===== src/hdl/skew_recovery_pkg.sv =====
/*
  Constants for the skew and recovery frequency register bank:
  byte offsets, field positions, reset values and skew encodings.
  Assumes the serial interface presents one byte access per strobe.
*/
package skew_recovery_pkg;

  localparam logic [7:0] OFS_OUTPUT_SKEW_CONTROL = 8'h0A;
  localparam logic [7:0] OFS_RECOVERY_N_VALUE    = 8'h0B;
  localparam logic [7:0] OFS_RECOVERY_M_AND_SRC  = 8'h0C;

  localparam logic [7:0] RST_OUTPUT_SKEW_CONTROL = 8'h00;
  localparam logic [7:0] RST_RECOVERY_N_VALUE    = 8'h00;
  localparam logic [7:0] RST_RECOVERY_M_AND_SRC  = 8'h00;

  // Writable bits of the skew byte; bits 4:2 are reserved
  localparam logic [7:0] SKEW_WRITE_MASK = 8'hE3;

  localparam int CPU_PAIR_SKEW_MSB = 7;
  localparam int CPU_PAIR_SKEW_LSB = 5;
  localparam int DIFF_SKEW_MSB     = 1;
  localparam int DIFF_SKEW_LSB     = 0;
  localparam int SRC_SEL_BIT       = 7;
  localparam int M_FIELD_MSB       = 6;

  // Skew applied by each code, in picoseconds
  localparam int CPU_PAIR_SKEW_PS [8] = '{0, -150, -300, -450, 150, 300, 450, 600};
  localparam int DIFF_SKEW_PS     [4] = '{0, -150, 150, 300};

  // Frequency source that drives the CPU outputs
  typedef enum logic [2:0] {
    SRC_NORMAL   = 3'b001,
    SRC_RECOVERY = 3'b010,
    SRC_LOCKED   = 3'b100
  } mode_t;

endpackage


===== src/hdl/recovery_select.sv =====
/*
  Chooses the recovery frequency source and the clock ratio source.
  Assumes the strap code was latched at power-up by the caller.
*/
`timescale 1ns/100ps
`default_nettype none
module recovery_select
  import skew_recovery_pkg::*;
(
  // Selection controls
  input  wire logic       recovery_source_sel,
  input  wire logic       ratio_override,
  // Candidate values
  input  wire logic [4:0] strap_freq_code,
  input  wire logic [4:0] sw_ratio_code,
  input  wire logic [7:0] recovery_n_divider,
  input  wire logic [6:0] recovery_m_divider,
  // Results
  output logic            use_programmed_nm,
  output logic      [4:0] ratio_code,
  output logic      [7:0] sel_n,
  output logic      [6:0] sel_m
);

  always_comb begin
    use_programmed_nm = recovery_source_sel;
    ratio_code        = ratio_override ? sw_ratio_code : strap_freq_code;
    sel_n             = recovery_source_sel ? recovery_n_divider : 8'h00;
    sel_m             = recovery_source_sel ? recovery_m_divider : 7'h00;
  end

endmodule
`default_nettype wire


===== src/hdl/skew_recovery_regs.sv =====
/*
  Skew control and recovery frequency register bank of the clock
  synthesizer, with recovery lock handling after a watchdog time-out.
  Assumes the serial bus slave gives single-cycle byte read/write strobes
  and the watchdog counter supplies a one-cycle expiry pulse.
*/
`timescale 1ns/100ps
`default_nettype none
module skew_recovery_regs
  import skew_recovery_pkg::*;
(
  // Clock and reset
  input  wire logic       sys_clk,
  input  wire logic       sys_rst,
  // Byte register access from the serial interface
  input  wire logic [7:0] reg_addr,
  input  wire logic       reg_wr,
  input  wire logic       reg_rd,
  input  wire logic [7:0] reg_wdata,
  output logic      [7:0] reg_rdata,
  output logic            reg_hit,
  // Watchdog interface
  input  wire logic       watchdog_expired,
  input  wire logic       watchdog_enable,
  input  wire logic       timeout_reset_enable,
  input  wire logic       timeout_flag_clear,
  output logic            timeout_flag,
  output logic            system_reset_pulse,
  // Frequency sources
  input  wire logic [4:0] strap_freq_code,
  input  wire logic [4:0] sw_ratio_code,
  input  wire logic       ratio_override,
  // Controls toward the synthesizer
  output logic      [2:0] cpu_pair_skew_sel,
  output logic      [1:0] diff_cpu_skew_sel,
  output logic      [4:0] ratio_code,
  output logic      [7:0] active_n,
  output logic      [6:0] active_m,
  output logic            use_programmed_nm,
  output logic            recovery_active,
  output logic            freq_change_pulse
);

  typedef struct packed {
    logic [7:0] skew;
    logic [7:0] rec_n;
    logic [7:0] rec_m_src;
    logic [7:0] rdata;
    logic       hit;
    mode_t      mode;
    logic       flag;
    logic       rst_pulse;
    logic       chg_pulse;
    logic [7:0] act_n;
    logic [6:0] act_m;
    logic       act_prog;
  } state_t;

  state_t st_r;
  state_t st_nxt;

  logic       sel_prog;
  logic [4:0] sel_ratio;
  logic [7:0] sel_n;
  logic [6:0] sel_m;

  recovery_select u_sel (
    .recovery_source_sel (st_r.rec_m_src[SRC_SEL_BIT]),
    .ratio_override      (ratio_override),
    .strap_freq_code     (strap_freq_code),
    .sw_ratio_code       (sw_ratio_code),
    .recovery_n_divider  (st_r.rec_n),
    .recovery_m_divider  (st_r.rec_m_src[M_FIELD_MSB:0]),
    .use_programmed_nm   (sel_prog),
    .ratio_code          (sel_ratio),
    .sel_n               (sel_n),
    .sel_m               (sel_m)
  );

  always_comb begin
    st_nxt           = st_r;
    st_nxt.rst_pulse = 1'b0;
    st_nxt.chg_pulse = 1'b0;
    st_nxt.hit       = 1'b0;
    st_nxt.rdata     = 8'h00;

    if (reg_wr) begin
      unique case (reg_addr)
        OFS_OUTPUT_SKEW_CONTROL: begin
          st_nxt.skew = reg_wdata & SKEW_WRITE_MASK;
        end
        OFS_RECOVERY_N_VALUE: begin
          st_nxt.rec_n = reg_wdata;
        end
        OFS_RECOVERY_M_AND_SRC: begin
          st_nxt.rec_m_src = reg_wdata;
        end
        default: begin
        end
      endcase
    end

    if (reg_rd) begin
      unique case (reg_addr)
        OFS_OUTPUT_SKEW_CONTROL: begin
          st_nxt.rdata = st_r.skew & SKEW_WRITE_MASK;
          st_nxt.hit   = 1'b1;
        end
        OFS_RECOVERY_N_VALUE: begin
          st_nxt.rdata = st_r.rec_n;
          st_nxt.hit   = 1'b1;
        end
        OFS_RECOVERY_M_AND_SRC: begin
          st_nxt.rdata = st_r.rec_m_src;
          st_nxt.hit   = 1'b1;
        end
        default: begin
        end
      endcase
    end

    // Clear loses to a simultaneous expiry so no time-out goes unseen
    if (timeout_flag_clear) begin
      st_nxt.flag = 1'b0;
    end
    if (watchdog_expired) begin
      st_nxt.flag = 1'b1;
    end

    unique case (st_r.mode)
      SRC_NORMAL: begin
        if (watchdog_expired) begin
          st_nxt.mode      = SRC_LOCKED;
          st_nxt.rst_pulse = timeout_reset_enable;
          st_nxt.chg_pulse = 1'b1;
          st_nxt.act_prog  = sel_prog;
          st_nxt.act_n     = sel_n;
          st_nxt.act_m     = sel_m;
        end
      end
      SRC_LOCKED: begin
        // While locked, register writes are stored but do not move the output
        if (watchdog_expired) begin
          // A further time-out still reports and may reset, and reloads recovery
          st_nxt.rst_pulse = timeout_reset_enable;
          st_nxt.chg_pulse = 1'b1;
          st_nxt.act_prog  = sel_prog;
          st_nxt.act_n     = sel_n;
          st_nxt.act_m     = sel_m;
        end else if (!watchdog_enable) begin
          st_nxt.mode = SRC_RECOVERY;
        end
      end
      SRC_RECOVERY: begin
        // Unlocked after a recovery: programmed N/M writes take effect at once
        if (watchdog_expired) begin
          st_nxt.mode      = SRC_LOCKED;
          st_nxt.rst_pulse = timeout_reset_enable;
          st_nxt.chg_pulse = 1'b1;
          st_nxt.act_prog  = sel_prog;
          st_nxt.act_n     = sel_n;
          st_nxt.act_m     = sel_m;
        end else if (reg_wr && st_r.act_prog &&
                     (reg_addr == OFS_RECOVERY_N_VALUE ||
                      reg_addr == OFS_RECOVERY_M_AND_SRC)) begin
          // Each byte applies alone, so intermediate N/M pairs can appear
          st_nxt.chg_pulse = 1'b1;
          if (reg_addr == OFS_RECOVERY_N_VALUE) begin
            st_nxt.act_n = reg_wdata;
          end else begin
            st_nxt.act_m = reg_wdata[M_FIELD_MSB:0];
          end
        end
      end
      default: begin
        st_nxt.mode = SRC_NORMAL;
      end
    endcase
  end

  always_ff @(posedge sys_clk) begin
    if (sys_rst) begin
      st_r.skew      <= RST_OUTPUT_SKEW_CONTROL;
      st_r.rec_n     <= RST_RECOVERY_N_VALUE;
      st_r.rec_m_src <= RST_RECOVERY_M_AND_SRC;
      st_r.rdata     <= 8'h00;
      st_r.hit       <= 1'b0;
      st_r.mode      <= SRC_NORMAL;
      st_r.flag      <= 1'b0;
      st_r.rst_pulse <= 1'b0;
      st_r.chg_pulse <= 1'b0;
      st_r.act_n     <= 8'h00;
      st_r.act_m     <= 7'h00;
      st_r.act_prog  <= 1'b0;
    end else begin
      st_r <= st_nxt;
    end
  end

  assign reg_rdata          = st_r.rdata;
  assign reg_hit            = st_r.hit;
  assign timeout_flag       = st_r.flag;
  assign system_reset_pulse = st_r.rst_pulse;
  assign freq_change_pulse  = st_r.chg_pulse;
  assign cpu_pair_skew_sel  = st_r.skew[CPU_PAIR_SKEW_MSB:CPU_PAIR_SKEW_LSB];
  assign diff_cpu_skew_sel  = st_r.skew[DIFF_SKEW_MSB:DIFF_SKEW_LSB];
  assign ratio_code         = sel_ratio;
  assign active_n           = st_r.act_n;
  assign active_m           = st_r.act_m;
  assign use_programmed_nm  = st_r.act_prog;
  assign recovery_active    = (st_r.mode != SRC_NORMAL);

endmodule
`default_nettype wire


===== config.mk =====
export PLATFORM = sky130hd
export DESIGN_NAME = skew_recovery_regs
export DESIGN_NICKNAME = d
export VERILOG_FILES = /design/src/hdl/skew_recovery_pkg.sv /design/src/hdl/recovery_select.sv /design/src/hdl/skew_recovery_regs.sv
export SDC_FILE = /design/constraint.sdc
export NUM_CORES = 1
export LEC_CHECK = 0
export BUFFER_PORTS_ARGS = -buffer_cell sky130_fd_sc_hd__buf_2
export CORE_MARGIN = 4
export CORE_UTILIZATION = 40
export DETAILED_ROUTE_END_ITERATION = 6
export GPL_TIMING_DRIVEN = 0
export SKIP_CTS_REPAIR_TIMING = 1
export SKIP_LAST_GASP = 1
export SYNTH_ARGS = -nofsm -noshare
export SYNTH_HDL_FRONTEND = slang
export SYNTH_HIERARCHICAL = 1
export SYNTH_SLANG_ARGS = --single-unit

===== constraint.sdc =====
create_clock -name sys_clk -period 2.4 [get_ports sys_clk]
set_input_delay 0.12 -clock sys_clk [delete_from_list [all_inputs] [get_ports sys_clk]]
set_output_delay 0.12 -clock sys_clk [all_outputs]
set_load 0.01 [all_outputs]

==> impl_metrics.yaml, run 1 <==
clocking:
  clockRootBuffer: "clkbuf_8"
  cts_buffers: 5
  cts_tree: "built"
  clkLatencyLatePin_ns: 0.30
  clkTransAtPathRegs_ns: 0.09
  cts.path.max_buffers: 2
  clkSinkCount: 52
  h-tree-depth: 2
outcome:
  status: "complete, no violations"
die:
  core_area_um2: 6310
  dieWidth_um: 88.4
  die_y_um: 88.4
  initial_core_util_pct: 40.9
  num_io_pins: 74
  rows: 29
  dieArea_um2: 7810
cells_and_area:
  n_fill_cell: 643
  drive_above_1_share_pct: 35.4
  multi_input_area_um2: 1220
  final_common_cell: "buf_2"
  antenna_cells: 0
  area_growth_pct: 22.6
  utilization_pct: 50.2
  final_cell_mix: "buf_2 (74), dfxtp_1 (52), nand2_1 (36), a21oi_1 (34), nor2_1 (30)"
  seq_area_um2: 1040
  nets: 415
synthesis:
  yosysWarnings: 6
  syn_nets: 336
  ys_seq_elements: 52
  synth_area_um2: 2580
  synth-simple-area-share_pct: 22.9
  synth-async-reset-ratio_pct: 0
  synthXorXnorAreaFrac_pct: 0.339
  synthAdderAreaFrac_pct: 0
  ys_types: 48
  muxShareOfSynthArea_pct: 4.50
  synth_edf_count: 0
  synth_top_family_by_area: "simple AND/OR/NAND/NOR gates"
  synth_compound_area_share_pct: 19.3
  ys_seq_area_share_pct: 40.3
  synth_flop_cell: "dfxtp_1"
  syn_area_per_cell_um2: 8.59
  synth_cells: 301
place:
  globalplace.congestion: 0.816
  port-buffer-count: 72
  pre_cts_ws_ns: 0.267
  dp_hpwl_um: 5000
sta:
  setup_slack_ns: 0.255
  final_max_slew_viol_count: 0
  setup_viol: 0
  relSlewSlack_pct: 29.2
  finClkSkew_ns: 0.00260
  period_minus_slack_ns: 2.15
  period_share_pct: 89.4
  rsz0062_at_grt: "no"
  finalHoldViolCount: 0
  finalSetupTns_ns: 0
  fmax_ghz: 0.466
  worst_slew_pin_slew_ns: 1.05
critical_path:
  worstSetupStartpointType: "register"
  path_class: "reg -> reg"
  end_kind: "register"
  r2r_slack_ns: 0.25
  cp.arrival_ns: 2.37
  critical_path.max_fanout: 10
  crit_required_ns: 2.62
power:
  peakVddDrop_mv: 0.243
  p_leak_nw: 1.38
  p_total_mw: 1.79
  power_density_nw_per_um2: 565
detailed_routing:
  drt_iter0_drc: 110
  wire_per_inst_um: 13.6
  ant_nets: 0
  drt-pass1-iter-count: 5
  vias: 2223
  wirelength_um: 6230
  viasPerCell: 4.85
  drc: 0
hold_path:
  min-delay-path-class: "in -> reg"
global_routing:
  grt_start_max_net_pins: 16
  grt_pass1_wl_um: 10100
  grt_pass1_vias: 2085
  grt.overflow.total: 0
  grt_util_all_layers_pct: 16.5
  antenna_found_initial: 0
flow_run:
  cap_viol_max_count: 0
[worst paths after layout]
kind              cells after the start                            end                   from
hold reg to reg                       2          st_r[37]$_SDFFE_PP0P_  st_r[37]$_SDFFE_PP0P_
hold / removal                        2  system_reset_pulse$_SDFF_PP0_   timeout_reset_enable
setup reg to reg                      6       active_m[5]$_SDFFE_PP0P_  st_r[20]$_SDFFE_PP0P_
setup / recovery                      6       active_m[5]$_SDFFE_PP0P_  st_r[20]$_SDFFE_PP0P_
[synth_stat cells, types with 2 or more instances]
master     n  area share (%)
and3_1    10             2.4
nor2_1    30             4.4
a22o_1     5             1.7
dfxtp_1   52              40
nand2b_1   2            0.48
buf_2      2            0.39
mux2_2     5             2.2
a211oi_1  10             2.9
buf_4     29             8.4
or3_1      2            0.48
a21oi_1   34             6.6
buf_6      2            0.87
nand2_1   36             5.2
and2_1    17             4.1
nand3_1    2            0.39
mux2i_1    6             2.3
a22oi_1    8             2.3
clkbuf_1  10             1.5
nor2_2     2            0.48
or3b_1     2            0.68
a211oi_2   5             2.4
inv_1      4            0.58
[cell type report]
type	instances	area share [%]
buffer	45	9.87
clock buffer	7	3.04
clock inverter	1	0.948
tap	77	3.04
sequential	52	32.9
multi-input combinational	200	38.4
inverter	4	0.474
timing repair buffer	72	11.4
[through the flow]
step | hold WS, ns | instances | instance area (um2)
floorplan | 0.210 | 301 | 2580
global placement | 0.348 | 450 | 3040
detailed placement | 0.352 | 450 | 3040
CTS | 0.0326 | 458 | 3170
global route | 0.0455 | 458 | 3170
finish | 0.0361 | 458 | 3170
[cells by family after synthesis]
| group | count (synthesis) |
|---|---|
| mux | 11 |
| simple gates | 116 |
| compound gates | 72 |
| flops | 52 |
| xor+xnor | 1 |
| buf+inv | 49 |
[layer usage]
| metal | track usage, % | vias to the layer above | part of all wire (%) | routed length (um) |
|---|---|---|---|---|
| met5 | 0 | - | 0 | 0 |
| met4 | 5.49 | 0 | 1.2 | 74 |
| met3 | 2.70 | 7 | 4.5 | 278 |
| met2 | 26.8 | 61 | 46 | 2850 |
| met1 | 22.3 | 985 | 49 | 3030 |
| li1 | - | 1170 | - | - |
[worst max-delay path, cell delays in order, from the launching register on]
cell,delay [ns]
dfxtp_1,0.42
or3b_1,0.41
a2111o_1,0.43
a22oi_2,0.36
buf_6,0.20
nor2_1,0.06
a211oi_2,0.19
[flip-flops by register name, indices dropped and copies added (netlist names)]
name                count
use_programmed_nm       1
st_r                   19
reg_hit                 1
diff_cpu_skew_sel       2
active_n                8
freq_change_pulse       1
timeout_flag            1
reg_rdata               8
system_reset_pulse      1
cpu_pair_skew_sel       3
active_m                7
[power breakdown]
group / leakage [nW] / internal, mW / total (mW) / switching (mW)
Clock: 0.0645 / 0.368 / 0.643 / 0.275
Combinational: 0.897 / 0.118 / 0.244 / 0.126
Sequential: 0.422 / 0.888 / 0.904 / 0.0151
Note: power is estimated with default switching activity, not from simulation.
==> run 2, diff against run 1 <==
CELL_PAD_IN_SITES_DETAIL_PLACEMENT = 0   (was default)
CELL_PAD_IN_SITES_GLOBAL_PLACEMENT = 1   (was default)
CORE_MARGIN = 2   (was 4)
CORE_UTILIZATION = 38   (was 40)
PLACE_DENSITY_LB_ADDON = 0.1   (was default)
==> impl_metrics.yaml, run 2 (synthesis results as in run 1) <==
outcome:
  status: "complete, no violations"
power:
  power_density_nw_per_um2: 530
  peakVddDrop_mv: 0.202
  p_leak_nw: 1.37
global_routing:
  grt_start_max_net_pins: 16
  grt.overflow.total: 0
  grt_util_all_layers_pct: 18.5
  grt_pass1_vias: 2027
  antenna_found_initial: 0
  grt_pass1_wl_um: 10600
clocking:
  cts_buffers: 5
  clkSinkCount: 52
  cts_tree: "built"
  clockRootBuffer: "clkbuf_8"
  h-tree-depth: 2
  cts.path.max_buffers: 2
  clkLatencyLatePin_ns: 0.30
  clkTransAtPathRegs_ns: 0.09
critical_path:
  cp.arrival_ns: 2.39
  critical_path.max_fanout: 10
  crit_chain: "or3b_1 > a2111o_1 > a22oi_2 > buf_6 > nor2_1 > a211oi_2"
  crit_required_ns: 2.63
  worst_path_max_delay_cell: "dfxtp_1"
  slowest_delay_ns: 0.43
  worstSetupStartpointType: "register"
  path_class: "reg -> reg"
  end_kind: "register"
sta:
  worst_slew_pin_slew_ns: 1.17
  fmax_ghz: 0.463
  period_share_pct: 89.9
  finClkSkew_ns: 0.0129
  rsz0062_at_grt: "no"
  relSlewSlack_pct: 21.3
  setup_viol: 0
  final_max_slew_viol_count: 0
  finalHoldViolCount: 0
  finalSetupTns_ns: 0
  period_minus_slack_ns: 2.16
cells_and_area:
  antenna_cells: 0
  area_growth_pct: 21.4
  largest_reg_flops: 19
  drive_above_1_share_pct: 35.5
  top_register: "st_r"
  nets: 415
  final_common_cell: "buf_2"
  final_cell_mix: "buf_2 (74), dfxtp_1 (52), nand2_1 (36), a21oi_1 (34), nor2_1 (30)"
  design_area_um2: 3140
place:
  globalplace.congestion: 0.819
  port-buffer-count: 72
  dp_hpwl_um: 4940
  place_area_um2: 3050
die:
  dieArea_um2: 7480
  core_area_um2: 6680
  dieWidth_um: 86.5
  initial_core_util_pct: 38.7
  num_io_pins: 74
  rows: 30
  die_y_um: 86.5
detailed_routing:
  drt-pass1-iter-count: 4
  drt_iter0_drc: 79
  wire_per_inst_um: 14.5
  vias: 2303
  ant_nets: 0
  drc: 0
  wirelength_um: 6650
  viasPerCell: 5.01
flow_run:
  cap_viol_max_count: 0
hold_path:
  min-delay-path-class: "in -> reg"
==> run 2: metal layers <==
layer,routed length [um],vias up,GRT usage (%)
li1,-,1173,-
met1,3120,1053,25.2
met2,3100,75,29.9
met3,395,2,4.10
met4,31,0,4.26
met5,0,-,0
==> run 2: worst paths after layout <==
path                         start                            end  slack, ns  depth (start not counted)
max          st_r[20]$_SDFFE_PP0P_       active_m[4]$_SDFFE_PP0P_       0.24                          6
max reg2reg  st_r[20]$_SDFFE_PP0P_       active_m[4]$_SDFFE_PP0P_       0.24                          6
min reg2reg  st_r[40]$_SDFFE_PP0P_          st_r[40]$_SDFFE_PP0P_       0.47                          2
min           timeout_reset_enable  system_reset_pulse$_SDFF_PP0_       0.04                          2
==> run 2: layout make-up <==
| class | count | area, um2 |
|---|---|---|
| Buffer | 45 | 314 |
| Tap cell | 80 | 100 |
| Inverter | 4 | 15.0 |
| Clock inverter | 1 | 8.76 |
| Multi-Input combinational cell | 200 | 1220 |
| Timing Repair Buffer | 72 | 360 |
| Fill cell | 721 | 3540 |
| Clock buffer | 6 | 82.6 |
| Sequential cell | 52 | 1040 |
==> run 2: critical path, delay by kind of cell, from the launching register on <==
kind,cells,cell delay (ns)
AOI/OAI and AO/OA,3,0.98
and+or+nand+nor,2,0.46
DFF,1,0.43
buffers and inverters,1,0.20
==> run 2: power breakdown <==
group / switching (mW) / internal [mW] / leakage [nW]
registers: 0.0148 / 0.888 / 0.422
clock network: 0.283 / 0.231 / 0.0473
logic: 0.130 / 0.118 / 0.900
==> run 2: metrics by stage <==
step	total power, mW	hold WS (ns)	utilization [%]	worst slack [ns]	std cells
6_report	1.66	0.0353	47.0	0.242	460
3_5_place_dp	1.17	0.353	45.6	0.165	453
2_1_floorplan	1.08	0.210	-	0.549	301
3_3_place_gp	1.17	0.347	45.6	0.173	453
4_1_cts	1.69	0.0251	46.9	0.149	460
5_1_grt	1.76	0.0285	47.0	0.129	460
